`src/logic/pcgs_pkg.sv`:
```
// register map, field layout and carriers of the clock generator block
package pcgs_pkg;

  // ---------------------------------------------------------------
  // timing
  // ---------------------------------------------------------------
  localparam int unsigned CLK_PERIOD_NS = 5;
  localparam int unsigned LOCK_WAIT_US  = 1000;
  localparam int unsigned LOCK_WAIT_CYC = LOCK_WAIT_US * 1000 / CLK_PERIOD_NS;

  // ---------------------------------------------------------------
  // register offsets (byte addresses)
  // ---------------------------------------------------------------
  localparam logic [7:0] OFF_PLL_REF  = 8'h00;
  localparam logic [7:0] OFF_PLL_FB   = 8'h04;
  localparam logic [7:0] OFF_PMODE    = 8'h08;
  localparam logic [7:0] OFF_CDIV     = 8'h0C;
  localparam logic [7:0] OFF_PBT      = 8'h10;
  localparam logic [7:0] OFF_PROTECT  = 8'h14;
  localparam logic [7:0] OFF_KEY      = 8'h18;
  localparam logic [7:0] OFF_CTRL     = 8'h1C;
  localparam logic [7:0] OFF_STATUS   = 8'h20;

  // ---------------------------------------------------------------
  // reset values
  // ---------------------------------------------------------------
  localparam logic [7:0]  RST_PLL_REF = 8'h00;
  localparam logic [7:0]  RST_PLL_FB  = 8'h00;
  localparam logic [7:0]  RST_PMODE   = 8'h00;
  localparam logic [7:0]  RST_CDIV    = 8'h9F;
  localparam logic [15:0] RST_PBT     = 16'h0405;
  localparam logic [15:0] RST_RELOAD  = 16'h3E80;
  localparam logic [7:0]  PROTECT_KEY = 8'hAA;

  // ---------------------------------------------------------------
  // field positions
  // ---------------------------------------------------------------
  localparam int SRC_SEL_BIT    = 7;
  localparam int PCD_LSB        = 4;
  localparam int CCD_LSB        = 2;
  localparam int BCD_LSB        = 0;
  localparam int PSRC_DIV_LSB   = 5;
  localparam int SCV_LSB        = 5;
  localparam int MCV_LSB        = 0;
  localparam int RCV_LSB        = 0;
  localparam int PWR_LSB        = 0;
  localparam int PRD_LSB        = 8;
  localparam int UNLOCK_CLK_BIT = 0;
  localparam int UNLOCK_PLL_BIT = 2;
  localparam int CTRL_START_BIT = 16;
  localparam int CTRL_MODE_BIT  = 17;

  // ---------------------------------------------------------------
  // synthesizer constants
  // ---------------------------------------------------------------
  localparam logic [7:0]  MAIN_MULT   = 8'h05;
  localparam logic [15:0] SELF_INC    = 16'h0001;
  localparam logic [15:0] SELF_PERIOD = 16'h0004;

  typedef struct packed {
    logic        psel;
    logic        penable;
    logic        pwrite;
    logic [7:0]  paddr;
    logic [31:0] pwdata;
  } pcgs_apb_req_type;

  typedef struct packed {
    logic        pready;
    logic [31:0] prdata;
    logic        pslverr;
  } pcgs_apb_rsp_type;

  typedef struct packed {
    logic pll;
    logic base;
    logic cpu;
    logic bus;
    logic periph;
  } pcgs_ticks_type;

  function automatic logic [4:0] base_ratio(input logic [1:0] code);
    case (code)
      2'h0:    base_ratio = 5'h08;
      2'h1:    base_ratio = 5'h06;
      2'h2:    base_ratio = 5'h04;
      default: base_ratio = 5'h02;
    endcase
  endfunction

  function automatic logic [4:0] cpu_ratio(input logic [1:0] code);
    case (code)
      2'h0:    cpu_ratio = 5'h08;
      2'h1:    cpu_ratio = 5'h04;
      2'h2:    cpu_ratio = 5'h02;
      default: cpu_ratio = 5'h01;
    endcase
  endfunction

  // code 0 is illegal; it is run as divide by 2 to stay harmless
  function automatic logic [4:0] bus_ratio(input logic [1:0] code);
    case (code)
      2'h2:    bus_ratio = 5'h03;
      2'h3:    bus_ratio = 5'h04;
      default: bus_ratio = 5'h02;
    endcase
  endfunction

  function automatic logic [4:0] periph_ratio(input logic [1:0] code);
    case (code)
      2'h0:    periph_ratio = 5'h01;
      2'h1:    periph_ratio = 5'h02;
      2'h2:    periph_ratio = 5'h04;
      default: periph_ratio = 5'h08;
    endcase
  endfunction

endpackage

```
`src/logic/pcgs_tick_div.sv`:
```
// tick divider: one output tick for every ratio input ticks
`timescale 1ns/10ps
`default_nettype none
module pcgs_tick_div
  import pcgs_pkg::*;
#(
  parameter int RW = 5
) (
  input  wire logic          ref_clk,
  input  wire logic          rst,
  input  wire logic          tick_in,
  input  wire logic [RW-1:0] ratio,
  output logic               tick_out
);

  typedef struct packed {
    logic [RW-1:0] cnt;
    logic          out;
  } pcgs_div_state_type;

  pcgs_div_state_type st_q;
  pcgs_div_state_type st_d;

  always_comb begin
    st_d     = st_q;
    st_d.out = 1'b0;
    if (tick_in) begin
      // a ratio lowered below the count fires at once and restarts
      if (RW'(st_q.cnt + 1'b1) >= ratio) begin
        st_d.cnt = '0;
        st_d.out = 1'b1;
      end else begin
        st_d.cnt = RW'(st_q.cnt + 1'b1);
      end
    end
  end

  always_ff @(posedge ref_clk) begin
    if (rst) begin
      st_q <= '0;
    end else begin
      st_q <= st_d;
    end
  end

  assign tick_out = st_q.out;

endmodule // pcgs_tick_div
`default_nettype wire

```
`src/logic/pcgs_lock_timer.sv`:
```
// lock wait timer, run in either mode, counting undivided main clock ticks
`timescale 1ns/10ps
`default_nettype none
module pcgs_lock_timer
  import pcgs_pkg::*;
(
  input  wire logic        ref_clk,
  input  wire logic        rst,
  input  wire logic        main_tick,
  input  wire logic        start,
  input  wire logic [15:0] reload,
  output logic             running,
  output logic             done,
  output logic [15:0]      count
);

  typedef struct packed {
    logic [15:0] cnt;
    logic        run;
    logic        done;
  } pcgs_tmr_state_type;

  pcgs_tmr_state_type st_q;
  pcgs_tmr_state_type st_d;

  always_comb begin
    st_d = st_q;
    if (start) begin
      st_d.cnt  = reload;
      st_d.run  = (reload != 16'h0000);
      st_d.done = (reload == 16'h0000);
    end else if (st_q.run && main_tick) begin
      if (st_q.cnt == 16'h0001) begin
        st_d.cnt  = 16'h0000;
        st_d.run  = 1'b0;
        st_d.done = 1'b1;
      end else begin
        st_d.cnt = 16'(st_q.cnt - 16'h0001);
      end
    end
  end

  always_ff @(posedge ref_clk) begin
    if (rst) begin
      st_q <= '0;
    end else begin
      st_q <= st_d;
    end
  end

  assign running = st_q.run;
  assign done    = st_q.done;
  assign count   = st_q.cnt;

endmodule // pcgs_lock_timer
`default_nettype wire

```
`src/logic/pcgs_top.sv`:
```
// clock generator: pll synthesizer, clock dividers, protection, apb slave
`timescale 1ns/10ps
`default_nettype none
module pcgs_top
  import pcgs_pkg::*;
#(
  parameter int unsigned LOCK_CYCLES = LOCK_WAIT_CYC
) (
  input  wire logic              ref_clk,
  input  wire logic              rst,
  input  wire pcgs_apb_req_type  apb_req,
  output pcgs_apb_rsp_type       apb_rsp,
  input  wire logic              main_osc_input,
  output pcgs_ticks_type         clk_ticks,
  output logic [4:0]             bus_write_timing,
  output logic [4:0]             bus_read_timing,
  output logic                   pll_locked
);

  localparam int LW = $clog2(LOCK_CYCLES + 1);
  localparam logic [LW-1:0] LOCK_LOAD = LW'(LOCK_CYCLES);

  typedef struct packed {
    logic          pready;
    logic [31:0]   prdata;
    logic          pslverr;
    logic [7:0]    pll_ref;
    logic [7:0]    pll_fb;
    logic [7:0]    pmode;
    logic [7:0]    cdiv;
    logic [15:0]   pbt;
    logic [7:0]    prot;
    logic [7:0]    key;
    logic [15:0]   reload;
    logic          mode;
    logic          tmr_start;
    logic          main_prev;
    logic          main_tick;
    logic [15:0]   per_cnt;
    logic [15:0]   period;
    logic [15:0]   acc;
    logic          pll_tick;
    logic [LW-1:0] lock_cnt;
    logic          locked;
  } pcgs_top_state_type;

  pcgs_top_state_type st_q;
  pcgs_top_state_type st_d;

  logic        ref_tick;
  logic        base_tick;
  logic        cpu_tick;
  logic        bus_tick;
  logic        periph_tick;
  logic        tmr_running;
  logic        tmr_done;
  logic [15:0] tmr_count;

  // ---------------------------------------------------------------
  // field decode
  // ---------------------------------------------------------------
  logic [2:0] scv;
  logic [4:0] mcv;
  logic [3:0] rcv;
  logic [7:0] mult;
  logic [4:0] ref_ratio;
  logic       base_src_tick;

  assign scv = st_q.pll_fb[SCV_LSB +: 3];
  assign mcv = st_q.pll_fb[MCV_LSB +: 5];
  assign rcv = st_q.pll_ref[RCV_LSB +: 4];
  // m = 5 (field + 1) + a
  assign mult = 8'(MAIN_MULT * ({3'h0, mcv} + 8'h01))
              + {5'h00, scv};
  assign ref_ratio = {1'b0, rcv} + 5'h01;
  // main oscillator or pll clock ahead of the base divider
  assign base_src_tick = st_q.cdiv[SRC_SEL_BIT] ? st_q.main_tick
                                                : st_q.pll_tick;

  // ---------------------------------------------------------------
  // dividers
  // ---------------------------------------------------------------
  pcgs_tick_div #(.RW(5)) u_ref_div (
    .ref_clk  (ref_clk),
    .rst      (rst),
    .tick_in  (st_q.main_tick),
    .ratio    (ref_ratio),
    .tick_out (ref_tick)
  );
  pcgs_tick_div #(.RW(5)) u_base_div (
    .ref_clk  (ref_clk),
    .rst      (rst),
    .tick_in  (base_src_tick),
    .ratio    (base_ratio(st_q.cdiv[BCD_LSB +: 2])),
    .tick_out (base_tick)
  );
  pcgs_tick_div #(.RW(5)) u_cpu_div (
    .ref_clk  (ref_clk),
    .rst      (rst),
    .tick_in  (base_tick),
    .ratio    (cpu_ratio(st_q.cdiv[CCD_LSB +: 2])),
    .tick_out (cpu_tick)
  );
  pcgs_tick_div #(.RW(5)) u_bus_div (
    .ref_clk  (ref_clk),
    .rst      (rst),
    .tick_in  (base_tick),
    .ratio    (bus_ratio(st_q.cdiv[PCD_LSB +: 2])),
    .tick_out (bus_tick)
  );
  pcgs_tick_div #(.RW(5)) u_periph_div (
    .ref_clk  (ref_clk),
    .rst      (rst),
    .tick_in  (st_q.pll_tick),
    .ratio    (periph_ratio(st_q.pmode[PSRC_DIV_LSB +: 2])),
    .tick_out (periph_tick)
  );
  // counts the raw main clock, no divider in front
  pcgs_lock_timer u_lock_timer (
    .ref_clk   (ref_clk),
    .rst       (rst),
    .main_tick (st_q.main_tick),
    .start     (st_q.tmr_start),
    .reload    (st_q.reload),
    .running   (tmr_running),
    .done      (tmr_done),
    .count     (tmr_count)
  );

  // ---------------------------------------------------------------
  // apb decode
  // ---------------------------------------------------------------
  logic        acc_phase;
  logic        wr_done;
  logic        hit;
  logic [31:0] rd_data;

  assign acc_phase = apb_req.psel && apb_req.penable;
  assign wr_done   = acc_phase && apb_req.pwrite && st_q.pready;

  always_comb begin
    hit     = 1'b1;
    rd_data = 32'h0000_0000;
    case (apb_req.paddr)
      OFF_PLL_REF: rd_data = {24'h000000, st_q.pll_ref};
      OFF_PLL_FB:  rd_data = {24'h000000, st_q.pll_fb};
      OFF_PMODE:   rd_data = {24'h000000, st_q.pmode};
      OFF_CDIV:    rd_data = {24'h000000, st_q.cdiv};
      OFF_PBT:     rd_data = {16'h0000, st_q.pbt};
      OFF_PROTECT: rd_data = {24'h000000, st_q.prot};
      OFF_KEY:     rd_data = {24'h000000, st_q.key};
      OFF_CTRL:    rd_data = {14'h0000, st_q.mode, 1'b0, st_q.reload};
      OFF_STATUS:  rd_data = {tmr_count, 12'h000, tmr_running, tmr_done,
                              st_q.locked, st_q.mode};
      default:     hit = 1'b0;
    endcase
  end

  // ---------------------------------------------------------------
  // next state
  // ---------------------------------------------------------------
  logic [15:0] inc;
  logic [15:0] per;
  logic [16:0] sum;
  logic [16:0] rem;

  always_comb begin
    st_d           = st_q;
    st_d.tmr_start = 1'b0;
    st_d.pll_tick  = 1'b0;
    st_d.main_prev = main_osc_input;
    st_d.main_tick = main_osc_input && !st_q.main_prev;
    // reference period, measured in ref_clk cycles
    if (ref_tick) begin
      st_d.period  = 16'(st_q.per_cnt + 16'h0001);
      st_d.per_cnt = 16'h0000;
    end else if (st_q.per_cnt != 16'hFFFF) begin
      st_d.per_cnt = 16'(st_q.per_cnt + 16'h0001);
    end
    // synthesizer: m output ticks per reference period
    if (st_q.mode) begin
      inc = {8'h00, mult};
      per = st_q.period;
    end else begin
      inc = SELF_INC;
      per = SELF_PERIOD;
    end
    sum = {1'b0, st_q.acc} + {1'b0, inc};
    rem = sum - {1'b0, per};
    if (per == 16'h0000) begin
      st_d.acc = 16'h0000;
    end else if (sum >= {1'b0, per}) begin
      st_d.pll_tick = 1'b1;
      // a rate above ref_clk is clipped rather than allowed to wrap
      st_d.acc = (rem >= {1'b0, per}) ? 16'h0000 : 16'(rem);
    end else begin
      st_d.acc = 16'(sum);
    end
    if (st_q.lock_cnt != '0) begin
      st_d.lock_cnt = LW'(st_q.lock_cnt - 1'b1);
    end
    // apb: one wait state, answer registered
    st_d.pready = acc_phase && !st_q.pready;
    if (acc_phase && !st_q.pready) begin
      st_d.prdata  = apb_req.pwrite ? 32'h0000_0000 : rd_data;
      st_d.pslverr = !hit;
    end
    if (wr_done) begin
      // any write other than to the protect register drops pll access
      if (apb_req.paddr != OFF_PROTECT) begin
        st_d.prot[UNLOCK_PLL_BIT] = 1'b0;
      end
      case (apb_req.paddr)
        OFF_PLL_REF: begin
          if (st_q.prot[UNLOCK_PLL_BIT]) begin
            st_d.pll_ref  = apb_req.pwdata[7:0];
            st_d.lock_cnt = LOCK_LOAD;
          end
        end
        OFF_PLL_FB: begin
          if (st_q.prot[UNLOCK_PLL_BIT]) begin
            st_d.pll_fb   = apb_req.pwdata[7:0];
            st_d.lock_cnt = LOCK_LOAD;
          end
        end
        OFF_PMODE: begin
          if (st_q.prot[UNLOCK_CLK_BIT]) begin
            st_d.pmode = apb_req.pwdata[7:0];
          end
        end
        OFF_CDIV: begin
          if (st_q.key == PROTECT_KEY) begin
            st_d.cdiv = apb_req.pwdata[7:0];
          end
        end
        OFF_PBT: begin
          if (st_q.key == PROTECT_KEY) begin
            st_d.pbt = apb_req.pwdata[15:0];
          end
        end
        OFF_PROTECT: st_d.prot = apb_req.pwdata[7:0];
        OFF_KEY:     st_d.key  = apb_req.pwdata[7:0];
        OFF_CTRL: begin
          st_d.reload    = apb_req.pwdata[15:0];
          st_d.tmr_start = apb_req.pwdata[CTRL_START_BIT];
          if (st_q.prot[UNLOCK_CLK_BIT]) begin
            if (st_q.mode != apb_req.pwdata[CTRL_MODE_BIT]) begin
              st_d.lock_cnt = LOCK_LOAD;
              st_d.acc      = 16'h0000;
            end
            st_d.mode = apb_req.pwdata[CTRL_MODE_BIT];
          end
        end
        default: ;
      endcase
    end
    st_d.locked = (st_d.lock_cnt == '0);
  end

  always_ff @(posedge ref_clk) begin
    if (rst) begin
      st_q         <= '0;
      st_q.pll_ref <= RST_PLL_REF;
      st_q.pll_fb  <= RST_PLL_FB;
      st_q.pmode   <= RST_PMODE;
      st_q.cdiv    <= RST_CDIV;
      st_q.pbt     <= RST_PBT;
      st_q.reload  <= RST_RELOAD;
      st_q.locked  <= 1'b1;
    end else begin
      st_q <= st_d;
    end
  end

  // ---------------------------------------------------------------
  // outputs
  // ---------------------------------------------------------------
  assign apb_rsp.pready   = st_q.pready;
  assign apb_rsp.prdata   = st_q.prdata;
  assign apb_rsp.pslverr  = st_q.pslverr;
  assign clk_ticks.pll    = st_q.pll_tick;
  assign clk_ticks.base   = base_tick;
  assign clk_ticks.cpu    = cpu_tick;
  assign clk_ticks.bus    = bus_tick;
  assign clk_ticks.periph = periph_tick;
  assign bus_write_timing = st_q.pbt[PWR_LSB +: 5];
  assign bus_read_timing  = st_q.pbt[PRD_LSB +: 5];
  assign pll_locked       = st_q.locked;

  // ---------------------------------------------------------------
  // assertions
  // ---------------------------------------------------------------
  apb_wait_a: assert property (
    @(posedge ref_clk) disable iff (rst)
    (acc_phase && !apb_rsp.pready) |=> apb_rsp.pready ##1 !apb_rsp.pready)
    else $error("apb answer not after exactly one wait state");
  unlock_drop_a: assert property (
    @(posedge ref_clk) disable iff (rst)
    (wr_done && apb_req.paddr != OFF_PROTECT)
      |=> !st_q.prot[UNLOCK_PLL_BIT])
    else $error("pll write unlock survived a later write");
  key_guard_a: assert property (
    @(posedge ref_clk) disable iff (rst)
    (wr_done && apb_req.paddr == OFF_CDIV && st_q.key != PROTECT_KEY)
      |=> $stable(st_q.cdiv))
    else $error("clock divider register written without key");
  pll_guard_a: assert property (
    @(posedge ref_clk) disable iff (rst)
    (wr_done && apb_req.paddr == OFF_PLL_FB
      && !st_q.prot[UNLOCK_PLL_BIT]) |=> $stable(st_q.pll_fb))
    else $error("feedback register written while locked out");
  self_osc_a: assert property (
    @(posedge ref_clk) disable iff (rst)
    (st_q.pll_tick && !st_q.mode && !$past(st_q.mode))
      |=> (!st_q.pll_tick || st_q.mode)[*3]
          ##1 (st_q.pll_tick || st_q.mode))
    else $error("self oscillation period is not four cycles");
  relock_a: assert property (
    @(posedge ref_clk) disable iff (rst)
    (wr_done && apb_req.paddr == OFF_PLL_REF
      && st_q.prot[UNLOCK_PLL_BIT]) |=> !pll_locked [*2])
    else $error("lock indication kept across a pll change");
  cpu_pass_a: assert property (
    @(posedge ref_clk) disable iff (rst)
    (base_tick && st_q.cdiv[CCD_LSB +: 2] == 2'h3
      && $stable(st_q.cdiv)) |=> cpu_tick)
    else $error("undivided cpu clock missed a base tick");
  base_half_a: assert property (
    @(posedge ref_clk) disable iff (rst)
    (base_tick && st_q.cdiv[BCD_LSB +: 2] == 2'h3 && $stable(st_q.cdiv))
      |-> !$past(base_tick))
    else $error("base clock at code 11 ran undivided");
  timer_start_a: assert property (
    @(posedge ref_clk) disable iff (rst)
    (st_q.tmr_start && st_q.reload != 16'h0000)
      |=> tmr_running && !tmr_done && tmr_count == $past(st_q.reload))
    else $error("lock wait timer did not load and run");

endmodule // pcgs_top
`default_nettype wire

```
`config.mk`:
```
export PLATFORM = sky130hd
export DESIGN_NAME = pcgs_top
export DESIGN_NICKNAME = d
export VERILOG_FILES = /design/src/logic/pcgs_pkg.sv /design/src/logic/pcgs_tick_div.sv /design/src/logic/pcgs_lock_timer.sv /design/src/logic/pcgs_top.sv
export SDC_FILE = /design/constraint.sdc
export NUM_CORES = 1
export LEC_CHECK = 0
export ABC_CLOCK_PERIOD_IN_PS = 8200
export BUFFER_PORTS_ARGS = -buffer_cell sky130_fd_sc_hd__buf_2
export CAP_MARGIN = 30
export CORE_UTILIZATION = 56
export DETAILED_ROUTE_END_ITERATION = 8
export GPL_TIMING_DRIVEN = 0
export PLACE_DENSITY_LB_ADDON = 0.05
export SLEW_MARGIN = 20
export SYNTH_ARGS = -nofsm -noshare
export SYNTH_HDL_FRONTEND = slang
export SYNTH_SLANG_ARGS = --single-unit
```
`constraint.sdc`:
```
create_clock -name ref_clk -period 8.2 [get_ports ref_clk]
set_clock_uncertainty 0.2 [all_clocks]
set_input_delay 0.41 -clock ref_clk [delete_from_list [all_inputs] [get_ports ref_clk]]
set_output_delay 0.41 -clock ref_clk [all_outputs]
set_load 0.05 [all_outputs]
```
==> metrics <==
fraction of synthesized cell area taken by the top area cell type=36.0%; worst-case hold slack=42.3 ps; post-synthesis average cell area=8.54 sq um; Hold Startpoint=apb_req[17]; RD Place Congestion=0.937; input/output buffers=72; Leak Pwr=6.29 nW; width of the die=155 um; synthesized-area fraction occupied by adder cells=8.91%; crit path capture type=flip-flop; required time of the worst setup path=8510 ps; setup-violating endpoint count in the final report=0; launch point of the worst reg-to-reg path=mcv[2]; via count of the first global-routing pass=10,902; # fillers=2,002; number of violations of the max-capacitance limit=0; Seq cells post-synth=234; detailed-route via count=11,633; multiplexer share of the synthesized area=2.70%; layout cell share with drive strength beyond 1=13.3%; cell type with the highest occurrence count on the critical path=sky130_fd_sc_hd__ha_1; Placement Cell Area=13,700 sq um; post-synthesis simple-gate area fraction=22.7%; number of instances resized during post-cts repair=0; number of nets in the layout=1,774; remaining global-route overflow=0; TritonCTS Sinks=234; DIE AREA=23,900 sq um; WS Path Type=flip-flop to flip-flop; count of cell types in the netlist=78; cell area after synthesis=13,000 sq um; number of placed I/O pins=96; portion of the clock cycle consumed by the worst path in the final layout=91.1%; cells taking the most area after synthesis=sky130_fd_sc_hd__dfxtp_1 (36%), sky130_fd_sc_hd__ha_1 (8.5%), sky130_fd_sc_hd__nor2_1 (4.7%); latest clock arrival within the worst-skew pair=560 ps; DRT Wirelength=35,700 um; Iter 0 DRT Violations=978; proportion of synthesized chip area in sequential cells=36.0%; clock tree from TritonCTS=done; synthesized-area fraction occupied by ao, oa, aoi and oai cells=18.1%; fmax=0.134 GHz; async set-or-reset flop fraction in the synthesized netlist=0%; summed area of non-filler cells in the final layout=14,800 sq um; effective utilization at floorplan=57.4%; arrival time at the worst endpoint=7770 ps; peak supply drop=0.280 mV; Final Hold Vio Count=0; number of antenna violations at the first check in global routing=1; Residual DRC=0; slew at the pin closest to its max-slew limit=871 ps; crit path time final=7470 ps; pin count of the biggest net entering global routing=15; Area Overhead vs Synth=13.6%; number of H-tree levels=1; number of standard cells in the layout, taps in and fillers out=1,943; number of warnings issued by yosys=0; number of synthesized flops with an enable pin=0; core area=22,700 sq um; main combinational cell family by area after synthesis=simple AND/OR/NAND/NOR gates; clock transition at the register clock pins on the worst setup and hold paths after CTS=70 ps; clock buffer count from CTS=27; Max stage delay cell, worst path=sky130_fd_sc_hd__a41oi_1; number of nets with antenna violations after detailed routing=0; library cell occupying the most area in the post-synthesis netlist=sky130_fd_sc_hd__dfxtp_1; instance count after placement with tap cells included=1,883; first-pass GRT wire length=57,700 um; Total Neg Setup Slack=0 ps; Via density=5.99; result of the run=finished clean; setup repair after global routing missed its margin=false; detailed-routing iteration count for the pre-antenna-repair pass=5; slew margin rel.=41.9%; detailed-placement wirelength estimate=26,600 um; number of core rows=55; GRT Resource Usage Total=30.3%; Worst Setup Start Kind=flip-flop; largest driver fanout on the critical path=9; Post-Synthesis Cells=1,526; drt wl/cell=18.3 um; count of pins over their slew limit=0; worst min-delay path class=primary input to flip-flop; stage delay of the slowest cell on the critical path=370 ps; launching instance or port of the critical path=mcv[2]; y dimension of the die=155 um; buffer cell driving the clock tree root=sky130_fd_sc_hd__clkbuf_16; area share of xor/xnor cells in the synthesized design=5.45%; number of buffers between clock root and the deepest sink=3; Power per Cell Area=222 nW/um^2; commonest register cell after synthesis=sky130_fd_sc_hd__dfxtp_1; Mapped Nets=1,663
-- cell usage after synthesis, drive strengths merged, types with 8 or more instances --
library cell and count:
a211o 8, a211oi 21, a21o 25, a21oi 110
a222oi 15, a22o 18, a22oi 47, a31oi 8
and2 17, and3 13, buf 64, clkbuf 56
dfxtp 234, ha 88, inv 37, mux2i 34
nand2 160, nand2b 27, nand3 73, nand3b 20
nand4 16, nor2 169, nor2b 18, nor3 22
nor3b 10, nor4 15, o21a 8, o21ai 31
xnor2 40, xor2 41
-- where the power goes --
part / total (mW) / switching [mW] / leakage (nW) / internal (mW)
combinational: 0.759 / 0.438 / 3.95 / 0.322
sequential: 1.26 / 0.0629 / 1.89 / 1.19
clock: 1.27 / 0.513 / 0.457 / 0.760
-- metal layers --
metal / up-vias / GRT usage, % / wire length (um)
li1: 5666 / - / -
met3: 69 / 4.15 / 2510
met1: 5518 / 43.5 / 16600
met5: - / 0 / 0
met2: 380 / 47.2 / 15700
met4: 0 / 8.96 / 845
-- logic make-up after synthesis --
group / after synthesis
multiplexers: 35
AO/OA/AOI/OAI: 340
flip-flops: 234
adder cells (fa/ha/maj): 91
XOR/XNOR: 81
buffers and inverters: 157
AND/OR/NAND/NOR: 588
-- worst paths after layout --
kind / to / slack [ps] / cells after the start
worst max-delay path: st_q[23] / 730 / 31
worst min-delay path: st_q[71] / 40 / 3
worst max register to register: st_q[23] / 730 / 31
worst min register to register: st_q[68] / 180 / 1
-- critical path: cells and delay by family (launching register included) --
| family | cells | cell delay, ps |
|---|---|---|
| adders and majority gates | 6 | 1830 |
| buffers and inverters | 1 | 300 |
| xor gates and xnor gates | 4 | 700 |
| and+or+nand+nor | 8 | 1470 |
| DFF | 1 | 310 |
| AOI/OAI and AO/OA | 12 | 2590 |
-- cell usage in the layout (no fill, tap or decap), types with 34 or more instances in the layout --
master	synthesis	routed
sky130_fd_sc_hd__dfxtp_1	234	234
sky130_fd_sc_hd__nor2_1	163	163
sky130_fd_sc_hd__nand2_1	159	159
sky130_fd_sc_hd__a21oi_1	110	110
sky130_fd_sc_hd__ha_1	88	88
sky130_fd_sc_hd__buf_2	8	80
sky130_fd_sc_hd__nand3_1	70	70
sky130_fd_sc_hd__clkbuf_1	56	59
sky130_fd_sc_hd__buf_4	51	51
sky130_fd_sc_hd__a22oi_1	47	47
sky130_fd_sc_hd__xor2_1	41	41
sky130_fd_sc_hd__xnor2_1	40	40
sky130_fd_sc_hd__inv_1	36	36
sky130_fd_sc_hd__mux2i_1	34	34
-- state kept, by name, indices dropped and copies added (netlist names), 3 cells and up --
signal and flops:
u_periph_div.st_q 5, st_q 128, bus_read_timing 5, u_base_div.st_q 5, u_lock_timer.count 16, apb_rsp 34, u_ref_div.st_q 5, u_cpu_div.st_q 5
scv 3, rcv 4, mcv 5, u_bus_div.st_q 5, bus_write_timing 5
-- cell type report --
| type | instances | area, sq um | area share, % |
|---|---|---|---|
| sequential | 234 | 4680 | 31.7 |
| buffer | 120 | 659 | 4.46 |
| tap | 285 | 357 | 2.41 |
| antenna | 1 | 2.50 | 0.0169 |
| clock buffer | 36 | 769 | 5.20 |
| inverter | 37 | 139 | 0.939 |
| timing repair buffer | 82 | 460 | 3.11 |
| clock inverter | 13 | 178 | 1.20 |
| multi-input combinational | 1135 | 7540 | 51.0 |
-- through the flow --
step	setup slack [ps]	total power, mW	util, %
after floorplan	1640	1.86	-
after global placement	837	2.02	60.5
after detailed placement	754	2.03	60.5
after CTS	704	3.30	65.1
after global routing	200	3.45	65.1
final	731	3.29	65.1
-- repair_timing --
action,CTS,global route
setup buffers,0,0
setup endpoints to repair,0,0
hold endpoints to repair,18,0
hold buffers,10,0
No activity file was read; power rests on OpenSTA's default activity.
